$ cat src/qsp_pkg.sv
// Notes on behaviour
// - questionable condition mirrors live status; remote writes never change it
// - queries return the set bits as a plain binary weight sum
// - rising condition edge sets event bit when rising filter bit enabled
// - falling condition edge sets event bit when falling filter bit enabled
// - event bits stay set after condition returns to earlier state
// - event read returns contents then clears; event writes are ignored
// - status byte bit 3 is OR of enabled questionable event bits
// - enable mask stores written value and reads back exactly
// - questionable bit 3 is OR of enabled output-power event bits
// - power bit 0 while reverse guard tripped; RF output held off
// - guard trip cleared by protection-clear command, front-panel reset or, in legacy mode, any command
// - power bit 1 while leveling loop cannot reach requested power
// - power condition bits 2 to 15 always zero
// - power subgroup has own condition, filters, event and enable registers
// - questionable bit 5 comes from frequency subgroup summary input
// - bit 4 oven cold; bits 7,8,12 subgroup summaries; others zero
// - bit 9 self-test failure, cleared only by power cycle
package qsp_pkg;
  localparam int QSP_W = 16;

  // register selector within a group
  localparam logic [2:0] QSP_REG_COND = 3'h0;
  localparam logic [2:0] QSP_REG_EVENT = 3'h1;
  localparam logic [2:0] QSP_REG_RISE = 3'h2;
  localparam logic [2:0] QSP_REG_FALL = 3'h3;
  localparam logic [2:0] QSP_REG_ENAB = 3'h4;

  // group selector
  localparam logic QSP_GRP_QUES = 1'b0;
  localparam logic QSP_GRP_POW = 1'b1;

  // field positions
  localparam int QSP_Q_POW_BIT = 3;
  localparam int QSP_Q_OVEN_BIT = 4;
  localparam int QSP_Q_FREQ_BIT = 5;
  localparam int QSP_Q_MOD_BIT = 7;
  localparam int QSP_Q_CAL_BIT = 8;
  localparam int QSP_Q_SELF_BIT = 9;
  localparam int QSP_Q_BERT_BIT = 12;
  localparam int QSP_P_GUARD_BIT = 0;
  localparam int QSP_P_LEVEL_BIT = 1;
  localparam int QSP_STB_QUES_BIT = 3;

  // reset values
  localparam logic [15:0] QSP_FILT_RISE_RST = 16'hffff;
  localparam logic [15:0] QSP_FILT_FALL_RST = 16'h0000;
  localparam logic [15:0] QSP_ENAB_RST = 16'h0000;
  localparam logic [15:0] QSP_EVENT_RST = 16'h0000;

  // remote command from the command parser
  typedef struct packed {
    logic valid;      // one-cycle strobe
    logic write;      // 1 setting, 0 query
    logic group;      // QSP_GRP_*
    logic [2:0] sel;  // QSP_REG_*
    logic [15:0] data;
    logic prot_clear; // protection-clear command
    logic cls;        // clear-status command
  } qsp_cmd_t;

  // raw status inputs from hardware and firmware
  typedef struct packed {
    logic guard_trip;  // reverse power detector fired
    logic unleveled;
    logic oven_cold;
    logic self_test_fail;
    logic freq_summary;
    logic mod_summary;
    logic cal_summary;
    logic bert_summary;
  } qsp_stat_t;
endpackage

$ cat src/qsp_status.sv
`timescale 1ns/100ps
module qsp_status
  import qsp_pkg::*;
#(
  parameter int W = QSP_W
) (
  input wire logic clk_sys,
  input wire logic rst_n,
  input wire qsp_cmd_t cmd,
  input wire qsp_stat_t stat_pin,
  input wire logic front_panel_guard_reset,
  input wire logic legacy_mode,
  output logic [15:0] rd_data,
  output logic rd_valid,
  output logic ques_summary,
  output logic rf_output_enable,
  output logic [15:0] output_power_condition
);
  localparam int NS = 8;

  // three-stage synchronisers for the asynchronous status pins
  logic [NS-1:0] s1, s2, s3, next_s1, next_s2, next_s3;
  logic fp1, fp2, fp3, next_fp1, next_fp2, next_fp3;
  always_comb begin
    next_s1 = stat_pin;
    next_s2 = s1;
    next_s3 = s2;
    next_fp1 = front_panel_guard_reset;
    next_fp2 = fp1;
    next_fp3 = fp2;
  end
  always_ff @(posedge clk_sys or negedge rst_n) begin
    if (!rst_n) begin
      s1 <= '0;
      s2 <= '0;
      s3 <= '0;
      fp1 <= 1'b0;
      fp2 <= 1'b0;
      fp3 <= 1'b0;
    end else begin
      s1 <= next_s1;
      s2 <= next_s2;
      s3 <= next_s3;
      fp1 <= next_fp1;
      fp2 <= next_fp2;
      fp3 <= next_fp3;
    end
  end

  // a change counts only once stages two and three agree
  logic [NS-1:0] st, next_st;
  logic fp, next_fp, fp_q, next_fp_q;
  qsp_stat_t sv;
  always_comb begin
    for (int i = 0; i < NS; i++) begin
      next_st[i] = (s2[i] == s3[i]) ? s3[i] : st[i];
    end
    next_fp = (fp2 == fp3) ? fp3 : fp;
    next_fp_q = fp;
    sv = qsp_stat_t'(st);
  end

  // guard trip latch; hardware trip wins over any clear
  logic guard, next_guard, self_fail, next_self_fail;
  logic any_cmd;
  always_comb begin
    any_cmd = cmd.valid && legacy_mode;
    next_guard = guard;
    if ((cmd.valid && cmd.prot_clear) || (fp && !fp_q) || any_cmd)
      next_guard = 1'b0;
    if (sv.guard_trip)
      next_guard = 1'b1;
    // sticky until power cycle; clear-status deliberately ignored
    next_self_fail = self_fail | sv.self_test_fail;
  end
  always_ff @(posedge clk_sys or negedge rst_n) begin
    if (!rst_n) begin
      st <= '0;
      fp <= 1'b0;
      fp_q <= 1'b0;
      guard <= 1'b0;
      self_fail <= 1'b0;
    end else begin
      st <= next_st;
      fp <= next_fp;
      fp_q <= next_fp_q;
      guard <= next_guard;
      self_fail <= next_self_fail;
    end
  end

  // per-group filter, event and enable state, index 0 ques, 1 power
  logic [W-1:0] cond [2];
  logic [W-1:0] cond_q [2], next_cond_q [2];
  logic [W-1:0] evt [2], next_evt [2];
  logic [W-1:0] rise [2], next_rise [2];
  logic [W-1:0] fall [2], next_fall [2];
  logic [W-1:0] enab [2], next_enab [2];
  logic [1:0] summ;

  // live condition words, no storage so writes cannot touch them
  always_comb begin
    cond[1] = '0;
    cond[1][QSP_P_GUARD_BIT] = guard;
    cond[1][QSP_P_LEVEL_BIT] = sv.unleveled;
    cond[0] = '0;
    cond[0][QSP_Q_POW_BIT] = summ[1];
    cond[0][QSP_Q_OVEN_BIT] = sv.oven_cold;
    cond[0][QSP_Q_FREQ_BIT] = sv.freq_summary;
    cond[0][QSP_Q_MOD_BIT] = sv.mod_summary;
    cond[0][QSP_Q_CAL_BIT] = sv.cal_summary;
    cond[0][QSP_Q_SELF_BIT] = self_fail;
    cond[0][QSP_Q_BERT_BIT] = sv.bert_summary;
  end

  for (genvar g = 0; g < 2; g++) begin : grp
    logic hit, rd_evt, wr;
    logic [W-1:0] caught;
    always_comb begin
      hit = cmd.valid && (cmd.group == 1'(g));
      wr = hit && cmd.write;
      rd_evt = hit && !cmd.write && (cmd.sel == QSP_REG_EVENT);
      caught = (cond[g] & ~cond_q[g] & rise[g])
             | (~cond[g] & cond_q[g] & fall[g]);
      next_cond_q[g] = cond[g];
      // new captures survive a same-cycle destructive read
      next_evt[g] = (rd_evt ? '0 : evt[g])
                  | caught;
      next_rise[g] = (wr && cmd.sel == QSP_REG_RISE) ? cmd.data[W-1:0]
                                                      : rise[g];
      next_fall[g] = (wr && cmd.sel == QSP_REG_FALL) ? cmd.data[W-1:0]
                                                      : fall[g];
      next_enab[g] = (wr && cmd.sel == QSP_REG_ENAB) ? cmd.data[W-1:0]
                                                      : enab[g];
      // clear-status empties events only, filters and masks keep
      if (cmd.valid && cmd.cls)
        next_evt[g] = caught;
      summ[g] = |(evt[g] & enab[g]);
    end
    always_ff @(posedge clk_sys or negedge rst_n) begin
      if (!rst_n) begin
        cond_q[g] <= '0;
        evt[g] <= QSP_EVENT_RST[W-1:0];
        rise[g] <= QSP_FILT_RISE_RST[W-1:0];
        fall[g] <= QSP_FILT_FALL_RST[W-1:0];
        enab[g] <= QSP_ENAB_RST[W-1:0];
      end else begin
        cond_q[g] <= next_cond_q[g];
        evt[g] <= next_evt[g];
        rise[g] <= next_rise[g];
        fall[g] <= next_fall[g];
        enab[g] <= next_enab[g];
      end
    end
  end

  // query answer one cycle after the command; binary equals weight sum
  logic [15:0] next_rd_data;
  logic next_rd_valid;
  logic gi;
  always_comb begin
    gi = cmd.group;
    next_rd_valid = cmd.valid && !cmd.write;
    next_rd_data = rd_data;
    if (next_rd_valid) begin
      unique case (cmd.sel)
        QSP_REG_COND: next_rd_data = 16'(cond[gi]);
        QSP_REG_EVENT: next_rd_data = 16'(evt[gi]);
        QSP_REG_RISE: next_rd_data = 16'(rise[gi]);
        QSP_REG_FALL: next_rd_data = 16'(fall[gi]);
        QSP_REG_ENAB: next_rd_data = 16'(enab[gi]);
        default: next_rd_data = 16'h0000;
      endcase
    end
  end
  always_ff @(posedge clk_sys or negedge rst_n) begin
    if (!rst_n) begin
      rd_data <= 16'h0000;
      rd_valid <= 1'b0;
    end else begin
      rd_data <= next_rd_data;
      rd_valid <= next_rd_valid;
    end
  end

  assign ques_summary = summ[0];
  assign rf_output_enable = !guard;
  assign output_power_condition = 16'(cond[1]);
endmodule
$ cat config.mk
export PLATFORM = sky130hd
export DESIGN_NAME = qsp_status
export DESIGN_NICKNAME = d
export VERILOG_FILES = /design/src/qsp_pkg.sv /design/src/qsp_status.sv
export SDC_FILE = /design/constraint.sdc
export NUM_CORES = 1
export LEC_CHECK = 0
export BUFFER_PORTS_ARGS = -buffer_cell sky130_fd_sc_hd__buf_2
export CORE_MARGIN = 4
export CORE_UTILIZATION = 40
export CTS_CLUSTER_DIAMETER = 150
export DETAILED_ROUTE_END_ITERATION = 8
export HOLD_SLACK_MARGIN = 0.08
export MAX_ROUTING_LAYER = met4
export PLACE_DENSITY_LB_ADDON = 0.15
export SLEW_MARGIN = 20
export SYNTH_ARGS = -nofsm -noshare
export SYNTH_HDL_FRONTEND = slang
export SYNTH_SLANG_ARGS = --single-unit
$ cat constraint.sdc
create_clock -name clk_sys -period 1.5 [get_ports clk_sys]
set_input_delay 0.15 -clock clk_sys [delete_from_list [all_inputs] [get_ports clk_sys]]
set_output_delay 0.15 -clock clk_sys [all_outputs]
set_load 0.03 [all_outputs]
# --- Word level (Yosys, flattened, before mapping) ---
# Index checks and enable logic that the tools add are counted.
word_totals:
  elab_cells: 115
  ff_bits: 193
  input_bits: 36
classes:
  n_lt_le_gt_ge: 1
  mux: 22
  bitwise_logic: 21
  n_eq_ne: 13
  n_reduce_logical: 28
op_table:
  columns: ["operator", "n"]
  rows:
  - ["16-bit two-way mux", 18]
  - ["16-bit AND", 6]
  - ["16-bit one-hot mux with 5 select lines", 1]
  - ["16-bit OR", 4]
  - ["13-bit NOT with 16-bit output", 2]
  - ["2-bit NOT with 16-bit output", 2]
  - ["16-bit OR reduction", 2]
  - ["1-bit logical AND", 19]
  - ["13-bit by 16-bit AND with 16-bit output", 1]
  - ["16-bit by 13-bit AND with 16-bit output", 1]
  - ["16-bit by 2-bit AND with 16-bit output", 1]
  - ["2-bit by 16-bit AND with 16-bit output", 1]
  - ["13-bit two-way mux", 1]
  - ["1-bit == test", 9]
  - ["3-bit by 2-bit == test with 1-bit output (second input constant)", 2]
  - ["3-bit by 1-bit == test with 1-bit output (second input constant)", 1]
  - ["3-bit == test (second input constant)", 1]
  - ["1-bit zero test", 3]
  - ["3-bit zero test", 1]
  - ["2-bit greater-or-equal comparator (second input constant)", 1]
  - ["1-bit logical OR", 2]
  - ["1-bit two-way mux", 2]
  - ["1-bit NOT with 2-bit output", 1]
  - ["2-bit nonzero test", 1]
  - ["2 further kinds", 2]

# --- Depth between registers and ports, before layout ---
logic_depth:
  depth_word: 8
  mapped_depth: 7
  depth_no_buf: 5

# --- Worst setup path after synthesis ---
# OpenSTA, ideal clock, no wires.
synth_path:
  kind: "in2reg"
  startpoint: "in cmd[18] (netlist name)"
  endpoint: "reg enab[10] (netlist name)"
  path_stages: 6
  arrival_ns: 1.407
  path_buffers: 3
  slack_ns: -0.032
  cell_sequence: "clkbuf_2 -> or3b_1 -> buf_6 -> nor2_8 -> buf_12 -> mux2_4"
synth_via:
  elab_chain_cells: 2
synth_lines:
  columns: ["element", "line", "rtl"]
  rows:
  - ["start: declaration", "qsp_status.sv:9", "input wire qsp_cmd_t cmd,"]
  - ["3-bit == test", "qsp_status.sv:133", "next_enab[g] = (wr && cmd.sel == QSP_REG_ENAB) ? cmd.data[W-1:0]"]
  - ["1-bit logical AND", "qsp_status.sv:133", null]
  - ["end signal: indexed assignment", "qsp_status.sv:146", "enab[g] <= QSP_ENAB_RST[W-1:0];"]
  - ["end signal: indexed assignment", "qsp_status.sv:152", "enab[g] <= next_enab[g];"]
  - ["end: declaration", "qsp_status.sv:98", "logic [W-1:0] enab [2], next_enab [2];"]
# No other way between the ends.
# A chain may end at the register's enable or synchronous reset.

# --- Final worst setup path ---
layout_path:
  startpoint: "reg evt[25] (netlist name)"
  endpoint: "out ques_summary"
layout_via:
  elab_chain_cells: 2
layout_lines:
  columns: ["element", "line", "rtl"]
  rows:
  - ["start: declaration", "qsp_status.sv:95", "logic [W-1:0] evt [2], next_evt [2];"]
  - ["start signal: indexed assignment", "qsp_status.sv:143", "evt[g] <= QSP_EVENT_RST[W-1:0];"]
  - ["start signal: indexed assignment", "qsp_status.sv:149", "evt[g] <= next_evt[g];"]
  - ["16-bit AND", "qsp_status.sv:138", "summ[g] = |(evt[g] & enab[g]);"]
  - ["16-bit OR reduction", "qsp_status.sv:138", null]
  - ["end: declaration", "qsp_status.sv:15", "output logic ques_summary,"]
# No other way between the ends.

==> run metrics <==
outcome=finished, violations left; violated checks=negative setup slack; die width=144 um; synth-to-layout area growth=21.2%; fin nets=666; drt initial violations=232; vias in the first global route=4,707; Peak supply drop=0.000858 V; FF-to-FF Start=evt[0]; Filler cells=1,594; HPWL after DPL=10.8 mm; Post-DP Area=8080 um^2; # clock sinks=170; CTS tree=yes; H-tree depth=4; WP data required=1.35 ns; initial antenna violation count=0; Place WS=-0.110 ns; worst skew pair latency=0.43 ns; most frequent cells in the layout=138 x dfrtp_1, 66 x mux2_2, 56 x mux2i_1, 54 x buf_2, 32 x dfstp_2; fmax=0.579 GHz; CP Cell Sequence=a222oi_1 -> nand3_1 -> buf_6; largest net degree at the start of global routing=56; delay-heaviest family, CP=compound AO/OA/AOI/OAI gates; clock tree buffer depth=2; PnR worst setup slack=-0.226 ns; last element of the critical path=ques_summary; max cap viols=0; Core ar.=18,000 um^2; DRT Pass-1 Iters=4; Slew Viols, Final=0; Levels on crit path=3; period utilization=1.15; final WL=16.4 mm; LEAKAGE=4.11 nW; synthesized flop and latch total=170; Arrival @ worst endpoint=1.58 ns; Max stage delay cell, worst path=a222oi_1; Critical Path Max Stage Delay=0.39 ns; Critical R2R Capture=rd_data[3]; I/O pins=71; Total GRT Usage=0.172; vias per cell=5.13; Setup Viol. Count Final=1; Rows=49; final instance area=8900 um^2; RSZ-0062 raised after global routing=true; Async S/R FF share, synth=1.00; CP Max Fanout=2; via count=4,475; CTS root buffer=clkbuf_16; most used flip-flop cell after synthesis=dfrtp_1; Wirelength per Cell=18.8 um; Worst Path Buf+Inv=1; Total Power=11.9 mW; Ys Warns=0; Worst Setup End Kind=output pin; Period minus WS final=1.73 ns; remaining antenna violation count after routing=0; Remaining DRCs=0; synthesized area=7350 um^2; crit start category=register; Synth Area per Inst=14.1 um^2; clock skew=0.00772 ns; crit path from=evt[25]; first-pass GRT wire length=26.2 mm; layout cell share with drive strength beyond 1=0.407; Hold/Removal Path Class=primary input to register; commonest non-fill, non-tap cell in the layout=dfrtp_1; reg2reg path depth=4; ant diodes=0; cts bufs inserted=17; Port Buffers=56; critical path class=register to output pin; DIE HEIGHT=144 um; power density cells=1330 nW/um^2; sequential share of the synthesized area=0.585; Final Hold Fails=0; die area=20,600 um^2; R2R Setup Slk=0.32 ns; Cells after Synth=521; initial core utilization=0.408; GR Overflow Total=0; GPL Wtd Cong=0.794; Post-synth EDFFs=0; clock-pin slew on the worst setup and hold paths=0.07 ns; distinct cell type count after synthesis=41
[cells in the mapped netlist (2+ instances only)]
| master | number | share of area |
|---|---|---|
| dfrtp_1 | 138 | 0.47 |
| mux2_2 | 66 | 0.10 |
| mux2i_1 | 56 | 0.076 |
| dfstp_2 | 32 | 0.11 |
| mux2_4 | 30 | 0.061 |
| nand2_1 | 26 | 0.013 |
| nor2_1 | 24 | 0.012 |
| o22ai_1 | 24 | 0.020 |
| buf_4 | 19 | 0.019 |
| o21ai_0 | 16 | 0.011 |
| inv_1 | 12 | 0.0061 |
| buf_2 | 9 | 0.0061 |
| maj3_1 | 9 | 0.012 |
| o221ai_1 | 9 | 0.011 |
| nand3b_1 | 8 | 0.0082 |
| buf_6 | 4 | 0.0061 |
| nor2_8 | 4 | 0.011 |
| a22oi_1 | 3 | 0.0031 |
| buf_12 | 3 | 0.0082 |
| clkbuf_1 | 3 | 0.0015 |
| nand3_1 | 3 | 0.0020 |
| nand2b_1 | 2 | 0.0017 |
| nor3b_1 | 2 | 0.0020 |
| or3b_1 | 2 | 0.0024 |
[worst min path at each step]
| stage | start | end | cells past startpoint |
|---|---|---|---|
| finish | cmd[23] | rd_valid | 3 |
| detailed placement | rst_n | fp2 | 1 |
| global placement | rst_n | fp1 | 1 |
| CTS | cmd[23] | rd_valid | 3 |
| global route | cmd[23] | rd_valid | 3 |
| floorplan | rst_n | cond_q[0] | 0 |
[repair_timing]
action	in CTS	in global routing
setup endpoints to repair	1	1
hold buffers	26	0
resized for setup	2	0
buffers inserted	1	0
endpoints found under the hold margin	247	0
pin swaps	2	1
[report_power, final]
| part | leakage [nW] | internal, mW | switching [mW] |
|---|---|---|---|
| sequential | 2.05 | 5.42 | 0.478 |
| combinational | 1.78 | 0.975 | 0.868 |
| clock | 0.278 | 2.20 | 1.93 |
| total | 4.11 | 8.59 | 3.28 |
[per-stage QoR]
stage	std cells	util	hold slack, ns	TNS [ns]
global placement	813	0.448	0.0252	-3.76
floorplan	534	-	-0.146	-0.275
CTS	872	0.494	0.108	-0.260
global route	872	0.494	0.125	-0.316
finish	872	0.494	0.134	-0.226
detailed placement	813	0.448	0.0307	-5.96
[registers in the layout, summed over array words and instances (netlist names)]
name       count
enab          32
st             8
self_fail      1
rise          32
guard          1
fp2            1
rd_valid       1
s3             8
fp             1
rd_data       16
cond_q         9
fall          32
fp1            1
next_s2        8
fp_q           1
evt            9
fp3            1
next_s3        8
[cell type report]
cell class | instances | area (um^2) | area share
clock buffer | 18 | 439 | 0.0493
tap | 229 | 287 | 0.0322
inverter | 12 | 45.0 | 0.00506
clock inverter | 14 | 110 | 0.0124
sequential | 170 | 4290 | 0.482
multi-input combinational | 313 | 2750 | 0.308
timing repair buffer | 116 | 983 | 0.110
[cells by family (layout without fill, tap and decap cells)]
family | after synthesis | after routing | share of synthesized area
AOI/OAI and AO/OA | 60 | 60 | 0.0535
adders and majority gates | 9 | 9 | 0.0123
buffers and inverters | 51 | 160 | 0.0482
DFF | 170 | 170 | 0.585
muxes | 152 | 152 | 0.239
other | 1 | 14 | 0.000510
and+or+nand+nor | 78 | 78 | 0.0622
[layer usage]
metal / wire (um) / track usage / up-vias
li1: - / - / 2047
met1: 7350 / 0.229 / 2291
met2: 8010 / 0.266 / 124
met3: 862 / 0.0426 / 13
met4: 204 / 0.0441 / 0
met5: 0 / - / -
[worst reg2reg max path, cell delays in order (launching register included)]
cell	delay (ns)
dfrtp_1	0.40
a22oi_1	0.33
nor2_1	0.07
a21oi_1	0.12
o311ai_0	0.12
Power figures use the tool's default switching activity.
